## src/design/lsnt_pkg.sv

```systemverilog
// Shared constants and types for the line state event mask and noise timer block
package lsnt_pkg;

  // Control bus geometry
  localparam int ADDR_W = 5;
  localparam int DATA_W = 8;

  // Register addresses on the control bus
  localparam logic [ADDR_W-1:0] ADDR_MASK_A = 5'h0b;
  localparam logic [ADDR_W-1:0] ADDR_MASK_B = 5'h0c;
  localparam logic [ADDR_W-1:0] ADDR_NOISE_START = 5'h0d;
  localparam logic [ADDR_W-1:0] ADDR_PRESCALE_START = 5'h0e;

  // Counter widths
  localparam int NOISE_W = 7;
  localparam int PRE_W = 8;

  // Reset values
  localparam logic [DATA_W-1:0] MASK_RESET = 8'h00;
  localparam logic [NOISE_W-1:0] NOISE_START_RESET = 7'h00;
  localparam logic [PRE_W-1:0] PRESCALE_START_RESET = 8'h00;
  localparam logic [NOISE_W-1:0] NOISE_CNT_RESET = 7'h00;
  localparam logic [PRE_W-1:0] PRE_CNT_RESET = 8'h00;
  localparam logic NOISE_FLAG_RESET = 1'b1;
  localparam logic [DATA_W-1:0] RDATA_UNMAPPED = 8'h00;

  // Bit position of the noise expired flag within condition flags A
  localparam int NOISE_FLAG_BIT = 5;

  // Symbol pair timing
  localparam int CLK_PERIOD_NS = 10;
  localparam int PAIR_PERIOD_NS = 80;
  localparam int PAIR_CYCLES = PAIR_PERIOD_NS / CLK_PERIOD_NS;
  localparam int PAIR_CNT_W = 3;
  localparam logic [PAIR_CNT_W-1:0] PAIR_LAST = PAIR_CNT_W'(PAIR_CYCLES - 1);
  localparam logic [PAIR_CNT_W-1:0] PAIR_CNT_RESET = 3'h0;

  // Current line state classification, one code per state
  typedef enum logic [7:0] {
    LSNT_LS_QUIET   = 8'h01,
    LSNT_LS_HALT    = 8'h02,
    LSNT_LS_MASTER  = 8'h04,
    LSNT_LS_IDLE    = 8'h08,
    LSNT_LS_ACTIVE  = 8'h10,
    LSNT_LS_NOISE   = 8'h20,
    LSNT_LS_UNKNOWN = 8'h40,
    LSNT_LS_NOSIG   = 8'h80
  } lsnt_line_e;

endpackage

```

## src/design/lsnt_down_counter.sv

```systemverilog
// Loadable down counter used for the noise and prescale timers
`timescale 1ns/10ps
module lsnt_down_counter #(
  parameter int WIDTH = 8
) (
  input wire logic clk_sys, // System clock
  input wire logic reset_n, // Asynchronous reset, active low
  input wire logic load, // Load start value, wins over decrement
  input wire logic [WIDTH-1:0] load_val, // Start value
  input wire logic dec, // Decrement by one
  output logic [WIDTH-1:0] count_q // Current count
);

  // Width check
  if (WIDTH < 1 || WIDTH > 16)
  begin : g_bad_width
    $error("lsnt_down_counter: WIDTH out of range");
  end

  // Count register, cleared by reset
  always_ff @(posedge clk_sys or negedge reset_n)
  begin
    if (!reset_n)
    begin
      count_q <= '0;
    end
    else if (load)
    begin
      count_q <= load_val;
    end
    else if (dec && count_q != '0)
    begin
      count_q <= count_q - WIDTH'(1);
    end
  end

endmodule

```

## src/design/lsnt_mask_summary.sv

```systemverilog
// Masked OR of a condition flag group into one registered summary bit
`timescale 1ns/10ps
module lsnt_mask_summary #(
  parameter int WIDTH = 8
) (
  input wire logic clk_sys, // System clock
  input wire logic reset_n, // Asynchronous reset, active low
  input wire logic [WIDTH-1:0] flags, // Condition flags
  input wire logic [WIDTH-1:0] mask, // Per-flag enables
  output logic summary_q // Any enabled flag set
);

  // Width check
  if (WIDTH < 1)
  begin : g_bad_width
    $error("lsnt_mask_summary: WIDTH must be positive");
  end

  // Summary follows the masked flags one cycle later
  always_ff @(posedge clk_sys or negedge reset_n)
  begin
    if (!reset_n)
    begin
      summary_q <= 1'b0;
    end
    else
    begin
      summary_q <= |(flags & mask);
    end
  end

endmodule

```

## src/design/lsnt_top.sv

```systemverilog
// Receive event masks, noise timer and control bus registers
//
// What this block does
// - Summary A sets when any condition A flag and its mask bit are set.
// - Summary B sets when any condition B flag and its mask bit are set.
// - Reset clears both mask registers, so every event starts masked.
// - Mask A bits 0-7: no signal, quiet, halt, master, noise, expiry, change, unknown.
// - Mask B bits 0-7: idle, state expiry, active, unknown, cascade, buffer, super idle, reserved.
// - In noise-class states noise counter drops once per prescale period.
// - From fresh load, zero is reached after ((P+1)*N+P) symbol pairs.
// - Both counters zero in noise-class state reload both from start values.
// - In quiet-class states both counters are held at their start values.
// - A write to either start register loads both counters at once.
// - Prescale reaching zero with noise nonzero reloads itself and decrements the noise counter once.
// - Changing between noise-class states neither reloads nor resets the counters.
// - Both counters at zero on a tick in a noise-class state set the noise expired flag.
// - Noise start register keeps seven bits; bit 7 reads zero, ignores writes.
// - Prescale start register keeps eight bits; the prescale counter loads them.
// - Noise expired flag holds until a nonzero start value is written.
// - Reset zeroes the noise counter; the expired flag resets to one, so it is set during reset.
`timescale 1ns/10ps
module lsnt_top #(
  parameter int NOISE_W = lsnt_pkg::NOISE_W,
  parameter int PRE_W = lsnt_pkg::PRE_W
) (
  input wire logic clk_sys, // System clock, 100 MHz
  input wire logic reset_n, // Asynchronous reset, active low
  input wire logic [lsnt_pkg::ADDR_W-1:0] cb_addr, // Control bus register address
  input wire logic [lsnt_pkg::DATA_W-1:0] cb_wdata, // Control bus write data
  input wire logic cb_wr, // Control bus write strobe, one cycle
  input wire logic cb_rd, // Control bus read strobe, one cycle
  output logic [lsnt_pkg::DATA_W-1:0] cb_rdata, // Read data, valid the cycle after cb_rd
  input wire lsnt_pkg::lsnt_line_e line_state, // Current line state classification
  input wire logic [lsnt_pkg::DATA_W-1:0] receive_condition_flags_a, // Condition A flags, bit 5 unused
  input wire logic [lsnt_pkg::DATA_W-1:0] receive_condition_flags_b, // Condition B flags
  output logic noise_expired_flag, // Noise expired flag, condition A bit 5
  output logic receive_summary_a, // Summary A bit of interrupt condition register
  output logic receive_summary_b, // Summary B bit of interrupt condition register
  output logic [NOISE_W-1:0] noise_count, // Current noise counter
  output logic [PRE_W-1:0] prescale_count, // Current prescale counter
  output logic pair_tick // Symbol pair tick, one cycle in eight
);
  import lsnt_pkg::*;

  // Parameter checks
  if (NOISE_W < 1 || NOISE_W > DATA_W - 1)
  begin : g_bad_noise_w
    $error("lsnt_top: NOISE_W must leave bit 7 reserved");
  end
  if (PRE_W < 1 || PRE_W > DATA_W)
  begin : g_bad_pre_w
    $error("lsnt_top: PRE_W must fit the data bus");
  end

  // Register state
  logic [DATA_W-1:0] mask_a_q;
  logic [DATA_W-1:0] mask_b_q;
  logic [NOISE_W-1:0] noise_start_q;
  logic [PRE_W-1:0] prescale_start_q;
  logic [DATA_W-1:0] rdata_q;
  logic noise_flag_q;
  logic [PAIR_CNT_W-1:0] pair_cnt_q;

  // Decoded strobes and timer controls
  logic wr_mask_a;
  logic wr_mask_b;
  logic wr_noise_start;
  logic wr_prescale_start;
  logic start_write;
  logic flag_clear;
  logic noise_class;
  logic tick;
  logic pre_zero;
  logic noise_zero;
  logic load_both;
  logic pre_reload;
  logic pre_dec;
  logic noise_dec;
  logic flag_set;
  logic [NOISE_W-1:0] noise_cnt;
  logic [PRE_W-1:0] pre_cnt;
  logic [DATA_W-1:0] flags_a_eff;
  logic [NOISE_W-1:0] noise_start_d;
  logic [PRE_W-1:0] prescale_start_d;

  // Write decode
  assign wr_mask_a = cb_wr && (cb_addr == ADDR_MASK_A);
  assign wr_mask_b = cb_wr && (cb_addr == ADDR_MASK_B);
  assign wr_noise_start = cb_wr && (cb_addr == ADDR_NOISE_START);
  assign wr_prescale_start = cb_wr && (cb_addr == ADDR_PRESCALE_START);
  assign start_write = wr_noise_start || wr_prescale_start;

  // Start values as they stand after this edge, so a write loads the new value
  assign noise_start_d = wr_noise_start ? cb_wdata[NOISE_W-1:0] : noise_start_q;
  assign prescale_start_d = wr_prescale_start ? cb_wdata[PRE_W-1:0] : prescale_start_q;

  // Only a nonzero start value releases the expired flag
  assign flag_clear = (wr_noise_start && (cb_wdata[NOISE_W-1:0] != '0)) ||
                      (wr_prescale_start && (cb_wdata[PRE_W-1:0] != '0));

  // Mask registers; enables laid out as condition flags A and B
  always_ff @(posedge clk_sys or negedge reset_n)
  begin
    if (!reset_n)
    begin
      mask_a_q <= MASK_RESET;
      mask_b_q <= MASK_RESET;
    end
    else
    begin
      if (wr_mask_a)
      begin
        mask_a_q <= cb_wdata;
      end
      if (wr_mask_b)
      begin
        mask_b_q <= cb_wdata;
      end
    end
  end

  // Start value registers; noise start drops bit 7 of write data
  always_ff @(posedge clk_sys or negedge reset_n)
  begin
    if (!reset_n)
    begin
      noise_start_q <= NOISE_START_RESET;
      prescale_start_q <= PRESCALE_START_RESET;
    end
    else
    begin
      if (wr_noise_start)
      begin
        noise_start_q <= cb_wdata[NOISE_W-1:0];
      end
      if (wr_prescale_start)
      begin
        prescale_start_q <= cb_wdata[PRE_W-1:0];
      end
    end
  end

  // Read data; unmapped addresses read zero, unused upper bits read zero
  always_ff @(posedge clk_sys or negedge reset_n)
  begin
    if (!reset_n)
    begin
      rdata_q <= RDATA_UNMAPPED;
    end
    else if (cb_rd)
    begin
      unique case (cb_addr)
        ADDR_MASK_A: rdata_q <= mask_a_q;
        ADDR_MASK_B: rdata_q <= mask_b_q;
        ADDR_NOISE_START: rdata_q <= DATA_W'(noise_start_q);
        ADDR_PRESCALE_START: rdata_q <= DATA_W'(prescale_start_q);
        default: rdata_q <= RDATA_UNMAPPED;
      endcase
    end
  end
  assign cb_rdata = rdata_q;

  // Symbol pair divider, one tick every 80 ns
  always_ff @(posedge clk_sys or negedge reset_n)
  begin
    if (!reset_n)
    begin
      pair_cnt_q <= PAIR_CNT_RESET;
    end
    else if (pair_cnt_q == PAIR_LAST)
    begin
      pair_cnt_q <= PAIR_CNT_RESET;
    end
    else
    begin
      pair_cnt_q <= pair_cnt_q + PAIR_CNT_W'(1);
    end
  end
  assign tick = (pair_cnt_q == PAIR_LAST);
  assign pair_tick = tick;

  // Noise, active and unknown keep the timer running; all else holds it loaded
  assign noise_class = (line_state == LSNT_LS_NOISE) ||
                       (line_state == LSNT_LS_ACTIVE) ||
                       (line_state == LSNT_LS_UNKNOWN);

  // Timer control; a start register write beats everything else
  assign pre_zero = (pre_cnt == '0);
  assign noise_zero = (noise_cnt == '0);
  assign load_both = start_write ||
                     (tick && !noise_class) ||
                     (tick && noise_class && pre_zero && noise_zero);
  // No reload on a change between noise-class states: only the terms above load
  assign pre_reload = !load_both && tick && noise_class && pre_zero;
  assign noise_dec = pre_reload;
  assign pre_dec = !load_both && tick && noise_class && !pre_zero;

  // Prescale counter
  lsnt_down_counter #(
    .WIDTH(PRE_W)
  ) u_prescale_cnt (
    .clk_sys(clk_sys),
    .reset_n(reset_n),
    .load(load_both || pre_reload),
    .load_val(prescale_start_d),
    .dec(pre_dec),
    .count_q(pre_cnt)
  );

  // Noise counter, zero after reset
  lsnt_down_counter #(
    .WIDTH(NOISE_W)
  ) u_noise_cnt (
    .clk_sys(clk_sys),
    .reset_n(reset_n),
    .load(load_both),
    .load_val(noise_start_d),
    .dec(noise_dec),
    .count_q(noise_cnt)
  );

  assign noise_count = noise_cnt;
  assign prescale_count = pre_cnt;

  // Expiry is seen on the tick where both counters stand at zero
  assign flag_set = tick && noise_class && pre_zero && noise_zero;

  // Noise expired flag; set beats a clearing write in the same cycle
  always_ff @(posedge clk_sys or negedge reset_n)
  begin
    if (!reset_n)
    begin
      noise_flag_q <= NOISE_FLAG_RESET;
    end
    else if (flag_set)
    begin
      noise_flag_q <= 1'b1;
    end
    else if (flag_clear)
    begin
      noise_flag_q <= 1'b0;
    end
  end
  assign noise_expired_flag = noise_flag_q;

  // Condition flags A with the local noise expired flag in its slot
  always_comb
  begin
    flags_a_eff = receive_condition_flags_a;
    flags_a_eff[NOISE_FLAG_BIT] = noise_flag_q;
  end

  // Summary bits for the interrupt condition register
  lsnt_mask_summary #(
    .WIDTH(DATA_W)
  ) u_summary_a (
    .clk_sys(clk_sys),
    .reset_n(reset_n),
    .flags(flags_a_eff),
    .mask(mask_a_q),
    .summary_q(receive_summary_a)
  );

  lsnt_mask_summary #(
    .WIDTH(DATA_W)
  ) u_summary_b (
    .clk_sys(clk_sys),
    .reset_n(reset_n),
    .flags(receive_condition_flags_b),
    .mask(mask_b_q),
    .summary_q(receive_summary_b)
  );
endmodule

```

## config.mk

```make
export PLATFORM = sky130hd
export DESIGN_NAME = lsnt_top
export DESIGN_NICKNAME = d
export VERILOG_FILES = /design/src/design/lsnt_pkg.sv /design/src/design/lsnt_down_counter.sv /design/src/design/lsnt_mask_summary.sv /design/src/design/lsnt_top.sv
export SDC_FILE = /design/constraint.sdc
export NUM_CORES = 1
export LEC_CHECK = 0
export BUFFER_PORTS_ARGS = -buffer_cell sky130_fd_sc_hd__clkbuf_2
export CORE_ASPECT_RATIO = 2
export CORE_MARGIN = 5
export CORE_UTILIZATION = 30
export CTS_BUF_LIST = sky130_fd_sc_hd__clkbuf_8
export DETAILED_ROUTE_END_ITERATION = 6
export GPL_ROUTABILITY_DRIVEN = 0
export GPL_TIMING_DRIVEN = 1
export HOLD_SLACK_MARGIN = 0.12
export PLACE_DENSITY = 0.46
export SLEW_MARGIN = 20
export SYNTH_ARGS = -nofsm -noshare
export SYNTH_HDL_FRONTEND = slang
export SYNTH_SLANG_ARGS = --single-unit
```

## constraint.sdc

```tcl
create_clock -name clk_sys -period 2.7 [get_ports clk_sys]
set_clock_uncertainty 0.1 [all_clocks]
set_input_delay 0.27 -clock clk_sys [delete_from_list [all_inputs] [get_ports clk_sys]]
set_output_delay 0.27 -clock clk_sys [all_outputs]
set_load 0.02 [all_outputs]
```

Word-level counts from Yosys, hierarchy flattened
Index checks and enable logic that the tools add are counted. W data, S select, Z words.

Bits in writable memories: 0. ROM bits: 0. Input bits: 41. Register bits after elaboration: 60. Latch bits: 0. Output and inout port bits: 27. Word-level logic and storage cells: 71. Memories: 0.

Div/mod/pow operators: 0. Multiply operators: 0. Muxes and demuxes: 10. Add/sub/neg operators: 3. Magnitude comparators: 0. Bitwise gates (word level): 2. Reductions and logical operators: 37. Shift operators: 0. Equal/unequal tests: 8.

Operator list (number): $pmux W8 S4 (1); $mux W8 (3); $mux W7 (3); $eq A5 B4 Y1 const B (4); $and A8 B8 Y8 (2); $logic_and A1 B1 Y1 (16); $reduce_bool A8 Y1 (2); $reduce_or A8 Y1 (2); $reduce_bool A7 Y1 (2); $eq A8 B5 Y1 const B (1); $eq A8 B6 Y1 const B (1); $eq A8 B7 Y1 const B (1); $logic_not A8 Y1 (1); $sub A8 B1 Y8 const B (1); $logic_not A7 Y1 (1); $logic_or A1 B1 Y1 (7); $sub A7 B1 Y7 const B (1); $reduce_bool A2 Y1 (3); $add A3 B1 Y3 const B (1); $eq A3 B3 Y1 const B (1); $logic_not A1 Y1 (3); $mux W3 (1); $mux W1 (2).

Longest topological paths before layout
Gate-level depths: netlist of the first run.

Depth in word-level cells: 14. Mapped depth: 8. Gate-level depth less buffers: 7.

Cells and area by module
From an unflattened synthesis of the first run, not the netlist that was laid out.

Cell total of the unflattened synthesis: 288. Area total of the unflattened synthesis: 3151.8 µm².

By module, submodules not included: lsnt_top (instances 1, seq. area each 1077.3 µm², area an instance 2026.9 µm², cells each 164); lsnt_down_counter at u_prescale_cnt (instances 1, seq. area each 200.2 µm², area an instance 540.5 µm², cells each 60); lsnt_down_counter at u_noise_cnt (instances 1, seq. area each 175.2 µm², area an instance 461.7 µm², cells each 52); lsnt_mask_summary (instances 2, seq. area each 25.0 µm², area an instance 61.3 µm², cells each 6).

Worst setup path before layout of the first run
No wires, ideal clock.

Path type: register -> register. Start point: register u_prescale_cnt.count_q[2]. End point: register u_noise_cnt.count_q[4]. Arrival: 2.053 ns. Buffers on the path: 1. Period minus slack after synthesis: 2.279 ns. Stages on the path, launching flop included: 7. Slack: 0.421 ns. Library setup time: 0.126 ns. Data required time: 2.474 ns. Cells stage by stage: dfrtp_1 or4_4 nor4_4 and3_1 buf_6 a21boi_1 o32a_1.

Word-level cells in the longest chain between the ends: 10. Elaborated cells between the ends (all ways): 11. Those cells by class: mux (1); reduce/logical (10).

RTL lines: from (decl) (RTL line lsnt_down_counter.sv:11) `output logic [WIDTH-1:0] count_q`; from (signal assigned) (RTL line lsnt_down_counter.sv:29) `count_q <= load_val;`; from (signal assigned) (RTL line lsnt_down_counter.sv:33) `count_q <= count_q - WIDTH'(1);`; $logic_not A8 Y1 (*) (RTL line lsnt_top.sv:188) `assign pre_zero = (pre_cnt == '0);`; $logic_and A1 B1 Y1 (2 in a row) (RTL line lsnt_top.sv:192) `(tick && noise_class && pre_zero && noise_zero);`; $logic_or A1 B1 Y1 (RTL line lsnt_top.sv:191) `(tick && !noise_class) ||`; $logic_not A1 Y1 (RTL line lsnt_top.sv:194) `assign pre_reload = !load_both && tick && noise_class && pre_zero;`; $logic_and A1 B1 Y1 (3 in a row) (RTL line lsnt_top.sv:194); $logic_and A1 B1 Y1 (RTL line lsnt_down_counter.sv:31) `else if (dec && count_q != '0)`; $reduce_bool A2 Y1 (no line); to (signal assigned) (RTL line lsnt_down_counter.sv:29); to (signal assigned) (RTL line lsnt_down_counter.sv:33); to (decl) (RTL line lsnt_down_counter.sv:11).

Every way passes the cells marked *; elsewhere a longest branch is shown, timed or not. A chain may end at the register's enable or synchronous reset.

Worst setup path in the final report of the first run
Start point: register pair_cnt_q[0]. End point: register u_noise_cnt.count_q[4].

Word-level cells in the longest chain between the ends: 11. Elaborated cells between the ends (all ways): 14. Those cells by class: eq/ne (1); mux (1); reduce/logical (12).

RTL lines: from (decl) (RTL line lsnt_top.sv:62) `logic [PAIR_CNT_W-1:0] pair_cnt_q;`; from (signal assigned) (RTL line lsnt_top.sv:176) `pair_cnt_q <= pair_cnt_q + PAIR_CNT_W'(1);`; $eq A3 B3 Y1 (*) (RTL line lsnt_top.sv:179) `assign tick = (pair_cnt_q == PAIR_LAST);`; $logic_and A1 B1 Y1 (3 in a row) (RTL line lsnt_top.sv:192); $logic_or A1 B1 Y1 (RTL line lsnt_top.sv:191); $logic_not A1 Y1 (RTL line lsnt_top.sv:194); $logic_and A1 B1 Y1 (3 in a row) (RTL line lsnt_top.sv:194); $logic_and A1 B1 Y1 (RTL line lsnt_down_counter.sv:31); $reduce_bool A2 Y1 (no line).

Marks and branches as above.

==> run summary, run 1 <==
total of warnings raised by yosys = 0
arithmetic-cell share of the synthesized area counting full adders, half adders and majority gates = 2.39%
first-pass GRT wire length = 14800 um
final period demand of the worst path = 2350 ps
Slew Viols, Final = 0
unrepaired setup endpoints after global routing = no
cells traversed along the worst timing path = ha_1 > ha_1 > a21oi_1 > a31oi_2 > a21oi_1 > o32a_1
buffers from clock root to sink, at most = 2
Total Power Consumption = 2.55 mW
combinational family with the most area after synthesis = compound AO/OA/AOI/OAI gates
global-route total usage across every layer = 15.7%
area of the mapped netlist = 3140 sq um
filler cell count = 1092
proportion of layout cells with a drive suffix above 1 = 36.4%
actual transition at the worst max-transition pin = 798 ps
maximum fanout encountered on the critical timing path = 9
Slew headroom = 46.8%
net total in the final layout = 417
Worst Path Arrival = 2520 ps
post-synthesis cell count = 285
worst min path class = input pin to register
share of the clock period used by the worst path = 87.2%
Final Instance Area = 3910 sq um
CTS tree = yes
proportion of synthesized flip-flops having asynchronous set or reset = 100%
number of library cell types mapped by synthesis = 59
post-synthesis sequential area ratio = 47.9%
final core utilization = 37.6%
CTS Hold Buffers Added = 7
clock slew at the register clock pins of the worst setup and hold paths = 70 ps
detailed placement HPWL = 7240 um
Initial DRC Count = 128
Final Hold Violating Endpoints = 0
Worst setup EP type = register
setup_tns = 0 ps
instance area at placement = 3670 sq um
post-route DRC violation count = 0
pwr/cell area = 653 nW/um^2
Worst Hold Launch = cb_wdata[7]
destination of the worst hold path = mask_b_q[7]$_DFFE_PN0P_
Hold Path Depth = 2
number of nets with antenna violations after detailed routing = 0
number of I/O port buffers = 66
maximum frequency from static timing analysis = 0.425 GHz
run status = complete, no violations
Net Count, Synth = 332
number of top-level pins = 68
total setup violations reported at the end of the flow = 0
floorplan die height = 155 um
area occupied by multi-input gates = 1530 sq um
Clock Sink Count = 60
total clock buffers created by CTS = 9
Layout area overhead = 24.7%
leakage dissipation = 1.78 nW
total via count after detailed routing = 2623
total detailed-routing wirelength = 9270 um
EDFF count, synth = 0
reg-to-reg slack, setup = 350 ps
antenna violations before repair = 0
drt via density = 5.13
Synth Area in XOR/XNOR = 0.837%
multiplexer fraction of the synthesized cell area = 12.1%
antenna cells = 0
critical path startpoint category = register
x dimension of the die = 82.3 um
number of global-route vias before repair = 2774
critical path's top delay family = compound AO/OA/AOI/OAI gates
std cell rows = 53
GRT overflow = 0
Placeable Area = 10400 sq um
Avg Synthesized Cell Area = 11.0 sq um
Worst path slowest cell = a21oi_1
Setup Crit Path Kind = register to register
critical path data required time = 2870 ps
Pre-antenna DRT Iters = 4
number of cells upsized or downsized after cts = 0
Initial Util = 30.1%
largest voltage drop on the vdd net = 201 uV
FF-to-FF End = u_noise_cnt.count_q[4]$_DFFE_PN0P_
reported max-cap violation count = 0
Root Driver = clkbuf_8
Placed Instances = 489
Synth Area in Compound Gates = 19.1%
pin count of the biggest net entering global routing = 61
total die area = 12700 sq um
simple-gate portion of the synthesized area = 14.3%
Crit Reg-Reg Startpoint = pair_cnt_q[0]$_DFF_PN0_
routed wire length per instance = 18.1 um
primary flip-flop cell chosen by synthesis mapping = dfrtp_1
sequential cell area = 1500 sq um
insertion delay to the later sink of the worst-skew pair = 330 ps
count of non-filler cells in the finished layout = 511
Clock H-tree levels = 3
number of buffers inserted by post-CTS setup repair = 0
critical path buffer and inverter count = 0
Register-to-Register Path Depth = 6
delay contributed by the slowest stage of the critical path = 440 ps
number of register bits inferred by synthesis = 60
layer usage:
layer / track usage [%] / routed length (um) / vias to the layer above / share of wire, %
li1: - / - / 1263 / -
met1: 16.5 / 3330 / 1271 / 36
met2: 28.1 / 5220 / 72 / 56
met3: 3.73 / 416 / 17 / 4.5
met4: 7.84 / 310 / 0 / 3.3
met5: 0 / 0 / - / 0
Yosys cell counts, drive strengths merged, types with 6 or more instances:
cell / n / area share [%]
buf: 7 / 1.3
nor3: 10 / 1.6
a22oi: 10 / 2.4
a21oi: 6 / 0.96
a22o: 13 / 3.6
mux2: 31 / 11
inv: 14 / 1.7
nand2: 12 / 1.4
nand4: 6 / 1.2
ha: 6 / 2.4
o21ai: 17 / 2.7
nor2: 16 / 2.2
dfrtp: 59 / 47
power breakdown:
part / switching, mW / leakage, nW / internal [mW] / total (mW)
sequential: 0.142 / 0.770 / 1.05 / 1.19
combinational: 0.353 / 0.916 / 0.309 / 0.662
clock: 0.333 / 0.0976 / 0.368 / 0.701
total: 0.828 / 1.78 / 1.73 / 2.55
state kept, by name, indices dropped and copies added, names as in the netlist:
name / cells
cb_rdata: 8
mask_a_q: 8
mask_b_q: 8
prescale_start_q: 8
u_prescale_cnt.count_q: 8
noise_start_q: 7
u_noise_cnt.count_q: 7
pair_cnt_q: 3
noise_expired_flag: 1
u_summary_a.summary_q: 1
u_summary_b.summary_q: 1
through the flow:
| stage | setup slack, ps | hold slack, ps |
|---|---|---|
| after floorplan | 421 | -126 |
| after global placement | 358 | 315 |
| after detailed placement | 318 | 316 |
| after CTS | 312 | 123 |
| after global routing | 137 | 131 |
| final | 346 | 148 |
layout by cell type, fill, tap and decap left out, drive strengths merged, types with 4 or more instances in the layout:
cell and n:
nor3 10, nand4 6, dlygate4sd3 7, a22oi 10
nand2 12, a21oi 6, inv 16, o21ai 17
ha 6, buf 12, nor2 16, and3 5
nand3 5, clkbuf 77, o211ai 5, mux2 31
nor4b 4, dfrtp 59, or3 4, a22o 13
logic make-up after synthesis:
family | Yosys count
AO/OA/AOI/OAI | 81
AND/OR/NAND/NOR | 76
flip-flops | 60
multiplexers | 34
buffers and inverters | 25
adder cells (fa/ha/maj) | 6
XOR/XNOR | 3
cell type report:
class / instances / area share [%]
Clock buffer: 11 / 3.87
Clock inverter: 4 / 0.448
Timing Repair Buffer: 85 / 12.5
Multi-Input combinational cell: 200 / 39.0
Sequential cell: 60 / 38.4
Inverter: 14 / 1.34
Tap cell: 137 / 4.38
worst max-delay path by stage:
stage	cells after the start	endpoint	start
3_5_place_dp	7	u_noise_cnt.count_q[6]$_DFFE_PN0P_	u_prescale_cnt.count_q[2]$_DFFE_PN0P_
5_1_grt	6	u_noise_cnt.count_q[4]$_DFFE_PN0P_	pair_cnt_q[0]$_DFF_PN0_
6_report	6	u_noise_cnt.count_q[4]$_DFFE_PN0P_	pair_cnt_q[0]$_DFF_PN0_
4_1_cts	7	u_noise_cnt.count_q[6]$_DFFE_PN0P_	u_prescale_cnt.count_q[2]$_DFFE_PN0P_
2_1_floorplan	6	u_noise_cnt.count_q[4]$_DFFE_PN0P_	u_prescale_cnt.count_q[2]$_DFFE_PN0P_
3_3_place_gp	7	u_noise_cnt.count_q[5]$_DFFE_PN0P_	u_prescale_cnt.count_q[2]$_DFFE_PN0P_
No activity file was read; power rests on OpenSTA's default activity.
==> run 2, diff against run 1 <==
Settings changed: MAX_ROUTING_LAYER from default to met4.
==> run 2 against run 1 <==
Against the previous run:
- cell count did not move
- sequential power barely moved
- flip-flop and latch count did not move
==> run summary, run 2 (same netlist as run 1, synthesis figures left out) <==
first-pass GRT wire length = 14800 um (about the same)
proportion of power drawn by flip-flops and latches = 46.6% (about the same)
Root Driver = clkbuf_8 (unchanged)
unrepaired setup endpoints after global routing = no (unchanged)
global-route total usage across every layer = 16.1% (was 15.7%)
insertion delay to the later sink of the worst-skew pair = 330 ps (about the same)
number of buffers inserted by post-CTS setup repair = 0 (unchanged)
instance area at placement = 3670 sq um (unchanged)
worst min path class = input pin to register (unchanged)
total setup violations reported at the end of the flow = 0 (unchanged)
Slew headroom = 46.8% (about the same)
Layout area overhead = 24.7% (unchanged)
Placement Setup Slack = 318 ps (unchanged)
share of the clock period used by the worst path = 87.0% (was 87.2%)
count of non-filler cells in the finished layout = 511 (unchanged)
buffers from clock root to sink, at most = 2 (unchanged)
Total Power Consumption = 2.56 mW (was 2.55 mW)
run status = complete, no violations (unchanged)
pin count of the biggest net entering global routing = 61 (unchanged)
detailed placement HPWL = 7240 um (unchanged)
total clock buffers created by CTS = 9 (unchanged)
floorplan die height = 155 um (unchanged)
leading cell type in the layout, fill and taps excluded = clkbuf_2 (unchanged)
number of nets with antenna violations after detailed routing = 0 (unchanged)
Initial DRC Count = 142 (was 128)
Placed Instances = 489 (unchanged)
final period demand of the worst path = 2350 ps (about the same)
std cell rows = 53 (unchanged)
clock slew at the register clock pins of the worst setup and hold paths = 70 ps (about the same)
drt via density = 5.12 (was 5.13)
leakage dissipation = 1.78 nW (unchanged)
GRT overflow = 0 (unchanged)
number of I/O port buffers = 66 (unchanged)
Clock H-tree levels = 3 (unchanged)
Placeable Area = 10400 sq um (unchanged)
Initial Util = 30.1% (unchanged)
final core utilization = 37.6% (unchanged)
total die area = 12700 sq um (unchanged)
proportion of layout cells with a drive suffix above 1 = 36.4% (unchanged)
proportion of power drawn by the clock network = 27.5% (about the same)
critical path data required time = 2850 ps (was 2870 ps)
internal power contribution = 1.73 mW (unchanged)
worst hold-check slack = 141 ps (was 148 ps)
Pre-antenna DRT Iters = 6 (was 4)
Setup Crit Path Kind = register to register (unchanged)
net total in the final layout = 417 (unchanged)
fraction of power spent switching nets = 32.5% (was 32.4%)
number of top-level pins = 68 (unchanged)
post-route DRC violation count = 0 (unchanged)
routed wire length per instance = 18.1 um (about the same)
number of global-route vias before repair = 2775 (was 2774)
reported max-cap violation count = 0 (unchanged)
CTS tree = yes (unchanged)
Final Instance Area = 3910 sq um (unchanged)
switching power of the nets = 0.831 mW (was 0.828 mW)
x dimension of the die = 82.3 um (unchanged)
Slew Viols, Final = 0 (unchanged)
largest voltage drop on the vdd net = 200 uV (was 201 uV)
Worst Path Arrival = 2500 ps (was 2520 ps)
antenna violations before repair = 0 (unchanged)
total detailed-routing wirelength = 9250 um (was 9270 um)
total via count after detailed routing = 2616 (was 2623)
commonest cells after routing, fill and taps aside = clkbuf_2, dfrtp_1, mux2_2 (unchanged)
final worst slack = 352 ps (was 346 ps)
maximum frequency from static timing analysis = 0.426 GHz (was 0.425 GHz)
filler cell count = 1092 (unchanged)
maximum fanout encountered on the critical timing path = 13 (was 9)
Comb power frac = 25.9% (about the same)
critical path startpoint category = register (unchanged)
pwr/cell area = 653 nW/um^2 (about the same)
Final Hold Violating Endpoints = 0 (unchanged)
Worst setup EP type = register (unchanged)
actual transition at the worst max-transition pin = 797 ps (was 798 ps)
antenna cells = 0 (unchanged)
Clock Sink Count = 60 (unchanged)
setup_tns = 0 ps (unchanged)
reg-to-reg slack, setup = 350 ps (about the same)
==> run 2: cell counts in the layout (fill, tap and decap cells not counted) <==
No cell type changed its count.
==> run 2: what timing repair did <==
| item | 4_1_cts | 5_1_grt |
|---|---|---|
| gates resized for setup | 0 | 0 |
| hold endpoints to repair | 61 | 0 |
| hold buffers | 7 | 0 |
==> run 2: path summary, 6_finish.rpt <==
| kind | startpoint | to | cells after the start |
|---|---|---|---|
| max | u_prescale_cnt.count_q[2]$_DFFE_PN0P_ | u_noise_cnt.count_q[6]$_DFFE_PN0P_ | 7 |
| min | cb_wdata[7] | mask_b_q[7]$_DFFE_PN0P_ | 2 |
| max reg2reg | u_prescale_cnt.count_q[2]$_DFFE_PN0P_ | u_noise_cnt.count_q[6]$_DFFE_PN0P_ | 7 |
| min reg2reg | pair_cnt_q[0]$_DFF_PN0_ | pair_cnt_q[0]$_DFF_PN0_ | 1 |
| max in group asynchronous | reset_n | mask_b_q[4]$_DFFE_PN0P_ | 3 |
| min in group asynchronous | reset_n | u_prescale_cnt.count_q[1]$_DFFE_PN0P_ | 3 |
==> run 2: area by class of cell <==
cell class              instances  area [sq um]  area share (%)
clock inverters                 4          17.5           0.448
flip-flops and latches         60          1500            38.4
repair buffers                 85           490            12.5
multi-input cells             200          1530            39.0
well taps                     137           171            4.38
clock buffers                  11           151            3.87
inverters                      14          52.6            1.34
==> run 2: per-layer routing <==
| metal | vias up | global-route usage (%) | part of all wire [%] |
|---|---|---|---|
| met1 | 1273 | 16.6 | 37 |
| li1 | 1265 | - | - |
| met4 | 0 | 8.32 | 2.6 |
| met5 | - | - | 0 |
| met3 | 10 | 2.86 | 4.1 |
| met2 | 68 | 28.1 | 57 |
==> run 2: worst max-delay path, cell delays in order, from the launching register on <==
cell	delay [ps]
dfrtp_1	460
or4_4	580
nor4_4	250
buf_4	190
nand3_1	80
buf_4	210
o21ai_0	250
o2bb2ai_1	140
==> run 2: power by group through the flow <==
stage	sequential, mW	combinational [mW]	clock [mW]
6_report	1.19	0.663	0.703
5_1_grt	1.22	0.738	0.775
4_1_cts	1.19	0.674	0.730
3_5_place_dp	1.21	0.646	0
3_3_place_gp	1.21	0.642	0
2_1_floorplan	1.24	0.361	0
